--- config.mk ---
export PLATFORM = sky130hd
export DESIGN_NAME = kip_slave_port
export DESIGN_NICKNAME = d
export VERILOG_FILES = /design/src/hdl/kip_dummy_never.sv /design/src/hdl/kip_pkg.sv /design/src/hdl/kip_slave_port.sv /design/src/hdl/kip_fifo.sv
export VERILOG_INCLUDE_DIRS = /design/src /design/src/hdl
export SDC_FILE = /design/constraint.sdc
export NUM_CORES = 2
export LEC_CHECK = 0
export BUFFER_PORTS_ARGS = -buffer_cell sky130_fd_sc_hd__buf_2
export CAP_MARGIN = 40
export CORE_MARGIN = 1.5
export CORE_UTILIZATION = 45
export CTS_CLUSTER_SIZE = 8
export DETAILED_ROUTE_END_ITERATION = 10
export PLACE_DENSITY = 0.56
export SYNTH_ARGS = -nofsm -noshare
export SYNTH_HDL_FRONTEND = slang
export SYNTH_HIERARCHICAL = 1
export SYNTH_SLANG_ARGS = --single-unit
--- constraint.sdc ---
create_clock -name clk_sys -period 4.82 [get_ports clk_sys]
set_input_delay 0.964 -clock clk_sys [delete_from_list [all_inputs] [get_ports clk_sys]]
set_output_delay 0.964 -clock clk_sys [all_outputs]
set_load 0.1 [all_outputs]
--- src/hdl/kip_params.svh ---
// constants of the two-wire slave port: address, pointer map, timing, buffer
`ifndef KIP_PARAMS_SVH
`define KIP_PARAMS_SVH

// fixed upper four bits of the 7-bit device address
`define KIP_ADDR_HI 4'h7
// low three address bits per strap connection
`define KIP_LOW_GND 3'h0
`define KIP_LOW_VCC 3'h2
`define KIP_LOW_SDA 3'h4
`define KIP_LOW_SCL 3'h6

// bits in one byte; the acknowledge follows as the ninth
`define KIP_BYTE_BITS 4'h8

// pointer advance map
`define KIP_PTR_HOLD 8'h00
`define KIP_PTR_WRAP 8'h06
`define KIP_PTR_KEY_LO 8'h01
`define KIP_PTR_KEY_HI 8'h05
`define KIP_PTR_GPIO_LO 8'h40
`define KIP_PTR_GPIO_HI 8'h5f
`define KIP_PTR_STEP 8'h01

// bus timeout: least time in ms and system clock rate in kHz
`define KIP_TOUT_MS 20
`define KIP_CLK_KHZ 125000

// depth of the write buffer in words
`define KIP_FIFO_DEPTH 32

`endif

--- src/hdl/kip_dummy_never.sv ---
// holds no logic; the port and its buffer live in their own files

--- src/hdl/kip_pkg.sv ---
// types of the two-wire slave port
`default_nettype none

package kip_pkg;

  typedef enum logic [3:0] {
    ST_IDLE,
    ST_ADDR,
    ST_ADDR_ACK,
    ST_CMD,
    ST_CMD_ACK,
    ST_WDATA,
    ST_WDATA_ACK,
    ST_RDATA,
    ST_RDATA_ACK
  } kip_state_e;

  // one register write: target pointer and data byte
  typedef struct packed {
    logic [7:0] addr;
    logic [7:0] data;
  } kip_wr_s;

  // synchronised pin levels, clock and data with their previous samples
  typedef struct packed {
    logic sclMeta;
    logic sclSync;
    logic sclPrev;
    logic sdaMeta;
    logic sdaSync;
    logic sdaPrev;
    logic strapMeta;
    logic strapSync;
  } kip_pins_s;

  // strap classification gathered since the last start
  typedef struct packed {
    logic seenLo;
    logic seenHi;
    logic diffSda;
    logic diffScl;
  } kip_strap_s;

endpackage : kip_pkg

`default_nettype wire

--- src/hdl/kip_slave_port.sv ---
// two-wire serial slave port with pointer, write buffer and bus timeout
//
// Overview of operation
// - ninth clock carries the receiver's low acknowledge
// - device acknowledges its own address and the command byte, data bytes while the write buffer has room
// - 7-bit address then direction bit, 1 reads
// - upper four address bits are 0111
// - low address bits follow strap pin connection
// - watch for start plus own address, acknowledge
// - clock low past 20 ms aborts, releases data
// - after timeout, wait for a fresh start
// - timeout detection switched by configuration bit
// - first written byte is the command pointer
// - stop after command only stores the pointer
// - data bytes go where the pointer points
// - pointer holds at 0x00, wraps 0x06 to 0x00
// - pointer steps at 0x01-0x05 and 0x40-0x5f
// - reads start at stored pointer, same stepping
// - pointer steps only after data bytes
// - start and stop are data edges, clock high
// - data stable while clock high, one bit per pulse
// - timeout sets flag, raises interrupt, read clears
`include "kip_params.svh"
`timescale 1ns/1ps
`default_nettype none

module kip_slave_port #(
  parameter int TOUT_MS = `KIP_TOUT_MS,
  parameter int CLK_KHZ = `KIP_CLK_KHZ,
  parameter int TOUT_CYCLES = TOUT_MS * CLK_KHZ,
  parameter int FIFO_DEPTH = `KIP_FIFO_DEPTH
) (
  input wire logic clk_sys,
  input wire logic rst,
  input wire logic scl,
  input wire logic sdaIn,
  output logic sdaOut,
  output logic sdaOe,
  input wire logic address_strap_pin,
  input wire logic timeoutEn,
  input wire logic flagRdClr,
  output logic timeoutFlag,
  output logic port_event_irq_n,
  output logic [7:0] rdAddr,
  input wire logic [7:0] rdData,
  output logic rdStrobe,
  output logic wrValid,
  input wire logic wrReady,
  output kip_pkg::kip_wr_s wrData
);

  localparam int CW = $clog2(TOUT_CYCLES + 1);
  localparam int WW = $bits(kip_pkg::kip_wr_s);

  typedef struct packed {
    kip_pkg::kip_pins_s pins;
    kip_pkg::kip_strap_s strap;
    kip_pkg::kip_state_e state;
    logic [3:0] bitCnt;
    logic [7:0] shift;
    logic rw;
    logic [7:0] ptr;
    logic oe;
    logic [CW-1:0] toutCnt;
    logic toutFlag;
    logic rdStrobe;
  } kip_port_state_s;

  kip_port_state_s cur_ff;
  kip_port_state_s nxt_port;

  logic sclRise;
  logic sclFall;
  logic startCond;
  logic stopCond;
  logic [2:0] addrLow;
  logic addrMatch;
  logic pushValid;
  logic pushReady;
  kip_pkg::kip_wr_s pushData;
  logic [WW-1:0] popData;

  // ----------------------------------------------------------------
  // pointer advance
  // ----------------------------------------------------------------
  function automatic logic [7:0] incPtr(input logic [7:0] p);
    logic [7:0] r;
    r = p;
    if (p == `KIP_PTR_HOLD)
    begin
      r = `KIP_PTR_HOLD;
    end
    else if (p == `KIP_PTR_WRAP)
    begin
      r = `KIP_PTR_HOLD;
    end
    else if ((p >= `KIP_PTR_KEY_LO && p <= `KIP_PTR_KEY_HI) ||
             (p >= `KIP_PTR_GPIO_LO && p <= `KIP_PTR_GPIO_HI))
    begin
      r = p + `KIP_PTR_STEP;
    end
    return r;
  endfunction : incPtr

  // ----------------------------------------------------------------
  // bus conditions
  // ----------------------------------------------------------------
  assign sclRise = cur_ff.pins.sclSync && !cur_ff.pins.sclPrev;
  assign sclFall = !cur_ff.pins.sclSync && cur_ff.pins.sclPrev;
  // data edges with the clock high on both samples
  assign startCond = cur_ff.pins.sclSync && cur_ff.pins.sclPrev &&
                     cur_ff.pins.sdaPrev && !cur_ff.pins.sdaSync;
  assign stopCond = cur_ff.pins.sclSync && cur_ff.pins.sclPrev &&
                    !cur_ff.pins.sdaPrev && cur_ff.pins.sdaSync;

  // ----------------------------------------------------------------
  // own address from the strap connection
  // ----------------------------------------------------------------
  always_comb
  begin
    if (!cur_ff.strap.seenLo)
    begin
      addrLow = `KIP_LOW_VCC;
    end
    else if (!cur_ff.strap.seenHi)
    begin
      addrLow = `KIP_LOW_GND;
    end
    // a strap on the data line matches it but differs from the clock after a start
    else if (!cur_ff.strap.diffSda && cur_ff.strap.diffScl)
    begin
      addrLow = `KIP_LOW_SDA;
    end
    else
    begin
      addrLow = `KIP_LOW_SCL;
    end
  end

  assign addrMatch = (cur_ff.shift[7:1] == {`KIP_ADDR_HI, addrLow});

  // ----------------------------------------------------------------
  // write buffer toward the register file
  // ----------------------------------------------------------------
  assign pushValid = sclFall && (cur_ff.state == kip_pkg::ST_WDATA) &&
                     (cur_ff.bitCnt == `KIP_BYTE_BITS);
  assign pushData = '{addr: cur_ff.ptr, data: cur_ff.shift};

  kip_fifo #(
    .WIDTH(WW),
    .DEPTH(FIFO_DEPTH)
  ) u_wr_fifo (
    .clk_sys(clk_sys),
    .rst(rst),
    .inValid(pushValid),
    .inReady(pushReady),
    .inData(pushData),
    .outValid(wrValid),
    .outReady(wrReady),
    .outData(popData)
  );

  assign wrData = popData;

  // ----------------------------------------------------------------
  // next state
  // ----------------------------------------------------------------
  always_comb
  begin
    nxt_port = cur_ff;
    nxt_port.rdStrobe = 1'b0;
    nxt_port.pins.sclMeta = scl;
    nxt_port.pins.sclSync = cur_ff.pins.sclMeta;
    nxt_port.pins.sclPrev = cur_ff.pins.sclSync;
    nxt_port.pins.sdaMeta = sdaIn;
    nxt_port.pins.sdaSync = cur_ff.pins.sdaMeta;
    nxt_port.pins.sdaPrev = cur_ff.pins.sdaSync;
    nxt_port.pins.strapMeta = address_strap_pin;
    nxt_port.pins.strapSync = cur_ff.pins.strapMeta;

    // strap watch restarts at every start
    if (startCond)
    begin
      nxt_port.strap.seenLo = !cur_ff.pins.strapSync;
      nxt_port.strap.seenHi = cur_ff.pins.strapSync;
      nxt_port.strap.diffSda = 1'b0;
      nxt_port.strap.diffScl = 1'b0;
    end
    else
    begin
      nxt_port.strap.seenLo = cur_ff.strap.seenLo || !cur_ff.pins.strapSync;
      nxt_port.strap.seenHi = cur_ff.strap.seenHi || cur_ff.pins.strapSync;
      nxt_port.strap.diffSda = cur_ff.strap.diffSda ||
                               (cur_ff.pins.strapSync != cur_ff.pins.sdaSync);
      nxt_port.strap.diffScl = cur_ff.strap.diffScl ||
                               (cur_ff.pins.strapSync != cur_ff.pins.sclSync);
    end

    // timeout flag: read clears, a new timeout in the same cycle wins
    if (flagRdClr)
    begin
      nxt_port.toutFlag = 1'b0;
    end

    if (startCond)
    begin
      // start or repeated start from any state
      nxt_port.state = kip_pkg::ST_ADDR;
      nxt_port.bitCnt = 4'h0;
      nxt_port.oe = 1'b0;
      nxt_port.toutCnt = '0;
    end
    else if (stopCond)
    begin
      // pointer stays as last stored
      nxt_port.state = kip_pkg::ST_IDLE;
      nxt_port.oe = 1'b0;
      nxt_port.toutCnt = '0;
    end
    else if (!timeoutEn || cur_ff.pins.sclSync || cur_ff.state == kip_pkg::ST_IDLE)
    begin
      nxt_port.toutCnt = '0;
    end
    else if (cur_ff.toutCnt == CW'(TOUT_CYCLES - 1))
    begin
      // clock held low too long: drop the transfer, wait for a start
      nxt_port.state = kip_pkg::ST_IDLE;
      nxt_port.oe = 1'b0;
      nxt_port.toutCnt = '0;
      nxt_port.toutFlag = 1'b1;
    end
    else
    begin
      nxt_port.toutCnt = cur_ff.toutCnt + {{(CW-1){1'b0}}, 1'b1};
    end

    if (!startCond && !stopCond && nxt_port.state == cur_ff.state)
    begin
      unique case (cur_ff.state)
        kip_pkg::ST_IDLE:
        begin
          nxt_port.oe = 1'b0;
        end
        kip_pkg::ST_ADDR, kip_pkg::ST_CMD, kip_pkg::ST_WDATA:
        begin
          if (sclRise && cur_ff.bitCnt != `KIP_BYTE_BITS)
          begin
            // one bit per clock pulse, taken while the clock is high
            nxt_port.shift = {cur_ff.shift[6:0], cur_ff.pins.sdaSync};
            nxt_port.bitCnt = cur_ff.bitCnt + 4'h1;
          end
          else if (sclFall && cur_ff.bitCnt == `KIP_BYTE_BITS)
          begin
            if (cur_ff.state == kip_pkg::ST_ADDR)
            begin
              if (addrMatch)
              begin
                nxt_port.rw = cur_ff.shift[0];
                nxt_port.oe = 1'b1;
                nxt_port.state = kip_pkg::ST_ADDR_ACK;
              end
              else
              begin
                nxt_port.state = kip_pkg::ST_IDLE;
              end
            end
            else if (cur_ff.state == kip_pkg::ST_CMD)
            begin
              nxt_port.ptr = cur_ff.shift;
              nxt_port.oe = 1'b1;
              nxt_port.state = kip_pkg::ST_CMD_ACK;
            end
            else if (pushReady)
            begin
              nxt_port.ptr = incPtr(cur_ff.ptr);
              nxt_port.oe = 1'b1;
              nxt_port.state = kip_pkg::ST_WDATA_ACK;
            end
            else
            begin
              // buffer full: byte refused without acknowledge
              nxt_port.state = kip_pkg::ST_IDLE;
            end
          end
        end
        kip_pkg::ST_ADDR_ACK:
        begin
          if (sclFall)
          begin
            nxt_port.bitCnt = 4'h0;
            if (cur_ff.rw)
            begin
              nxt_port.shift = rdData;
              nxt_port.rdStrobe = 1'b1;
              nxt_port.oe = !rdData[7];
              nxt_port.state = kip_pkg::ST_RDATA;
            end
            else
            begin
              nxt_port.oe = 1'b0;
              nxt_port.state = kip_pkg::ST_CMD;
            end
          end
        end
        kip_pkg::ST_CMD_ACK, kip_pkg::ST_WDATA_ACK:
        begin
          if (sclFall)
          begin
            nxt_port.oe = 1'b0;
            nxt_port.bitCnt = 4'h0;
            nxt_port.state = kip_pkg::ST_WDATA;
          end
        end
        kip_pkg::ST_RDATA:
        begin
          if (sclRise)
          begin
            nxt_port.bitCnt = cur_ff.bitCnt + 4'h1;
          end
          else if (sclFall)
          begin
            if (cur_ff.bitCnt == `KIP_BYTE_BITS)
            begin
              // release for the master's acknowledge
              nxt_port.oe = 1'b0;
              nxt_port.ptr = incPtr(cur_ff.ptr);
              nxt_port.state = kip_pkg::ST_RDATA_ACK;
            end
            else
            begin
              nxt_port.shift = {cur_ff.shift[6:0], 1'b0};
              nxt_port.oe = !cur_ff.shift[6];
            end
          end
        end
        kip_pkg::ST_RDATA_ACK:
        begin
          if (sclRise && cur_ff.pins.sdaSync)
          begin
            // no acknowledge: master ends the read
            nxt_port.state = kip_pkg::ST_IDLE;
          end
          else if (sclFall)
          begin
            nxt_port.shift = rdData;
            nxt_port.rdStrobe = 1'b1;
            nxt_port.oe = !rdData[7];
            nxt_port.bitCnt = 4'h0;
            nxt_port.state = kip_pkg::ST_RDATA;
          end
        end
      endcase
    end
  end

  // ----------------------------------------------------------------
  // state register
  // ----------------------------------------------------------------
  always_ff @(posedge clk_sys)
  begin
    if (rst)
    begin
      cur_ff <= '0;
      cur_ff.pins.sclMeta <= 1'b1;
      cur_ff.pins.sclSync <= 1'b1;
      cur_ff.pins.sclPrev <= 1'b1;
      cur_ff.pins.sdaMeta <= 1'b1;
      cur_ff.pins.sdaSync <= 1'b1;
      cur_ff.pins.sdaPrev <= 1'b1;
      cur_ff.state <= kip_pkg::ST_IDLE;
    end
    else
    begin
      cur_ff <= nxt_port;
    end
  end

  // ----------------------------------------------------------------
  // outputs
  // ----------------------------------------------------------------
  assign sdaOut = 1'b0;
  assign sdaOe = cur_ff.oe;
  assign timeoutFlag = cur_ff.toutFlag;
  assign port_event_irq_n = !cur_ff.toutFlag;
  assign rdAddr = cur_ff.ptr;
  assign rdStrobe = cur_ff.rdStrobe;

endmodule : kip_slave_port

`default_nettype wire

--- src/hdl/kip_fifo.sv ---
// flip-flop fifo with valid and ready on both sides
`timescale 1ns/1ps
`default_nettype none

module kip_fifo #(
  parameter int WIDTH = 16,
  parameter int DEPTH = 32
) (
  input wire logic clk_sys,
  input wire logic rst,
  input wire logic inValid,
  output logic inReady,
  input wire logic [WIDTH-1:0] inData,
  output logic outValid,
  input wire logic outReady,
  output logic [WIDTH-1:0] outData
);

  localparam int AW = $clog2(DEPTH);

  typedef struct packed {
    logic [DEPTH-1:0][WIDTH-1:0] mem;
    logic [AW:0] wp;
    logic [AW:0] rp;
  } kip_fifo_state_s;

  kip_fifo_state_s cur_ff;
  kip_fifo_state_s nxt_fifo;
  logic full;
  logic empty;

  // ----------------------------------------------------------------
  // flags
  // ----------------------------------------------------------------
  assign empty = (cur_ff.wp == cur_ff.rp);
  assign full = (cur_ff.wp[AW] != cur_ff.rp[AW]) && (cur_ff.wp[AW-1:0] == cur_ff.rp[AW-1:0]);
  assign inReady = !full;
  assign outValid = !empty;
  assign outData = cur_ff.mem[cur_ff.rp[AW-1:0]];

  // ----------------------------------------------------------------
  // pointers and storage
  // ----------------------------------------------------------------
  always_comb
  begin
    nxt_fifo = cur_ff;
    if (inValid && !full)
    begin
      nxt_fifo.mem[cur_ff.wp[AW-1:0]] = inData;
      nxt_fifo.wp = cur_ff.wp + {{AW{1'b0}}, 1'b1};
    end
    if (outReady && !empty)
    begin
      nxt_fifo.rp = cur_ff.rp + {{AW{1'b0}}, 1'b1};
    end
  end

  always_ff @(posedge clk_sys)
  begin
    if (rst)
    begin
      cur_ff <= '0;
    end
    else
    begin
      cur_ff <= nxt_fifo;
    end
  end

endmodule : kip_fifo

`default_nettype wire

==> impl_results.md <==
* Aggregate global routing overflow at 0
* Most area-consuming cells after synthesis: dfxtp_1 (44%), mux2i_1 (22%), nor2_1 (8.4%)
* Mux contribution to synthesized area at 0.2967
* Total GRT Usage at 0.2446
* Tightest Pin Transition at 1.130 ns
* DRC at 4
* Final slew viol count at 0
* Max IR drop VDD at 0.2245 mV
* Outcome: finished with violations
* Critical Path Sink Type: output port
* Row count at 89
* Via count of the first global-routing pass at 18.76k
* CP max-delay cell: dfxtp_4
* Pwr dens at 338.5 nW/um^2
* Worst-path clk slew at 0.05 ns
* Crit share post-route at 0.9263
* Sequential-to-total area share from yosys stat at 0.4352
* Global-route wire length before repair at 114300 microns
* Core Region at 59130 sq um
* CTS max path bufs at 3
* Cell count of the worst hold path at 1
* Footprint of the multi-input gates at 13850 sq um
* Post-CTS setup buffer count at 0
* Root Buffer Master: clkbuf_16
* Die area at 61380 sq um
* Layout cells sized above 1 at 0.1435
* Starting Density at 0.4559
* Static Leak at 14.15 nW
* EDFF count, synth at 0
* CTS resizes at 0
* IO Count at 46
* Largest net degree at the start of global routing at 215
* CP max FO at 25
* Initial antenna violation count at 0
* Num CTS Buffers at 83
* Clk sinks at 586
* Reg2reg start: cur_ff[60]
* Arrival time worst endpoint at 3.50 ns
* #FFs+latches synth at 586
* Clock Power Share at 0.512
* Synth Flop Type: dfxtp_1
* Final Skew at 0.02505 ns
* Buf/Inv on CP at 2
* Final nets at 2591
* Adder-Cell Fraction of Synth Area at 0.006034
* Post-synthesis cell type count at 75
* Reg2reg path depth at 10
* Filler cells at 5252
* Synth top area share at 0.4352
* Die Y-Extent at 247.8 microns
* Hold EP: cur_ff[60]
* FF/Latch Area at 11740 sq um
* Maxcap violations at 0
* Worst Hold Class: reg2reg
* Drt total wl at 74300 microns
* Flop pwr share at 0.476
* Crit path max-delay family: compound AO/OA/AOI/OAI gates
* Synth Instances at 2590
* Minimum clock period at 4.465 ns
* DR iter-0 viols at 1490
* Comb pwr share at 0.012
* Synth Area in XOR/XNOR at 0.01290
* Req. time, crit path at 3.86 ns
* Worst-Skew Late Latency at 0.62 ns
* Endpoints failing hold at 0
* Largest family of logic cells by synthesized area: multiplexers
* DR vias/cell at 5.756
* # hold bufs at CTS at 0
* Failing checks: DRC
* Buffers on Ports at 44
* Yosys synthesis warning count at 6
* Routed via count at 19.25k
* Post-Synth Simple-Gate Area at 0.1202
* Worst stage delay on the critical path at 0.64 ns
* Max H-tree Level at 3
* Die width at 247.8 microns
* RSZ-0062 raised after global routing: false
* Drt pass-1 iters at 11
* Critical Path, Cell by Cell: buf_4 > mux4_2 > a22o_1 > a2111oi_0 > a21oi_1 > buf_12
* P_sw at 2.153 mW
* Setup TNS at 0 ns
* Wire length per cell at 22.21 microns
* Fmax achieved at 224.0 MHz
* Post-synth ARST share at 0
* Post-Syn Area per Cell at 10.41 sq um
* Area leader, netlist: dfxtp_1
* Gpl congestion at 0.8414
* End of the worst register-to-register path: u_wr_fifo/cur_ff[321]
* DP HPWL at 47080 microns
* Syn_nets at 2619
* Compound-gate portion of the synthesized area at 0.07700
* Post-DRT Antenna Nets at 0
* Int Pwr at 8.066 mW
* Hold Startpoint: cur_ff[61]
* WS Path Type: reg2out
* Layout area overhead at 12.00%
* R2R setup slack at 1.41 ns
* Syn Std Cell Area at 26960 sq um
* CTS tree: yes
* Sw frac at 0.2107
* Crit start category: flip-flop
* Slew Limit Headroom at 0.2464
* Tot Pwr at 10.22 mW
* Inserted Diodes at 0
* Final setup fails at 0
[synthesized netlist by cell type, drive strengths merged, types with 3 or more instances]
cell	count
or3b	5
a21oi	46
a22o	5
nor2	605
inv	19
mux2i	582
o21ai	58
a2111oi	7
a311oi	3
xor2	23
buf	117
or2	10
nand2b	10
o32ai	4
nand2	47
o221ai	12
nor3	12
or3	6
mux4	96
a31oi	4
o31a	9
or4	3
o21a	3
ha	13
clkbuf	114
a22oi	41
xnor2	15
o31ai	3
o22ai	17
nor4	3
and3	4
a211o	3
nand3b	8
nor4b	3
nand4	8
nand3	21
nor2b	13
a211oi	24
dfxtp	586
[state kept, by name (all words and copies together), names as in the netlist]
register and flops:
rdStrobe 1, sdaOe 1, timeoutFlag 1, u_wr_fifo/cur_ff 524
cur_ff 51, rdAddr 8
[cell usage in the layout, fill, tap and decap left out, types with 6 or more instances in the layout]
master,n
nand3b_1,8
nand4_1,8
o21ai_0,24
or3_1,6
buf_12,14
a211oi_1,24
nand2_1,47
nand2b_1,8
nor2b_1,12
buf_2,33
o31a_1,9
buf_4,52
xnor2_1,13
nor2_1,604
a22oi_1,41
or2_2,10
o21ai_4,31
a21oi_1,46
a2111oi_0,6
nand3_1,19
mux4_2,96
o221ai_1,12
dfxtp_1,583
buf_16,16
ha_1,13
mux2i_1,582
o22ai_1,17
inv_1,19
nor3_1,11
clkbuf_16,86
xor2_1,23
[final cells by class]
class                      count  share of cell area
clock inverter                 5            0.002777
multi-input combinational   1754              0.4587
clock buffer                  90             0.07178
sequential                   586              0.3889
tap                          773             0.03203
timing repair buffer         118             0.04339
inverter                      19            0.002362
[metal layers]
layer / up-vias / share of wire / track usage / wire, microns
met3: 131 / 0.045 / 0.03622 / 3349
met5: - / 0 / 0 / 0
li1: 9004 / - / - / -
met4: 0 / 0.030 / 0.08128 / 2214
met2: 480 / 0.47 / 0.4003 / 34870
met1: 9638 / 0.46 / 0.3305 / 33870
[through the flow]
| step | instances | hold WS [ns] | area (sq um) | setup slack (ns) | utilization |
|---|---|---|---|---|---|
| 6_report | 3345 | 0.4050 | 30190 | 0.3554 | 0.5106 |
| 5_1_grt | 3345 | 0.4284 | 30190 | 0.1521 | 0.5106 |
| 4_1_cts | 3345 | 0.4079 | 30190 | 0.3128 | 0.5106 |
| 3_5_place_dp | 3250 | 0.3967 | 27940 | 0.9756 | 0.4725 |
| 3_3_place_gp | 3231 | 0.3943 | 27460 | 0.8678 | 0.4644 |
| 2_1_floorplan | 2590 | 0.3895 | 26960 | 0.7881 | - |
[power by group through the flow]
stage	combinational [mW]	clock [mW]	sequential, mW
after global routing	0.131	5.56	4.86
after CTS	0.120	5.35	4.86
after floorplan	0.0906	0	4.96
final	0.121	5.23	4.86
after global placement	0.118	0	4.96
after detailed placement	0.120	0	4.96
[worst max path at each step]
stage / from / end / slack [ns] / cells past startpoint
final: u_wr_fifo/cur_ff[2] / wrData[8] / 0.36 / 6
after detailed placement: u_wr_fifo/cur_ff[2] / wrData[8] / 0.98 / 6
after floorplan: u_wr_fifo/cur_ff[0] / wrData[14] / 0.79 / 8
after global routing: u_wr_fifo/cur_ff[2] / wrData[8] / 0.15 / 6
after CTS: u_wr_fifo/cur_ff[2] / wrData[8] / 0.31 / 6
after global placement: u_wr_fifo/cur_ff[1] / wrData[0] / 0.87 / 5
[cell families (layout without fill, tap and decap cells)]
kind of cell,after synthesis,count (layout)
adders and majority gates,13,13
xor gates and xnor gates,38,38
DFF,586,586
other,1,1
and+or+nand+nor,769,769
muxes,679,679
buffers and inverters,250,232
AOI/OAI and AO/OA,254,254
(Power assumes the default switching activity.)
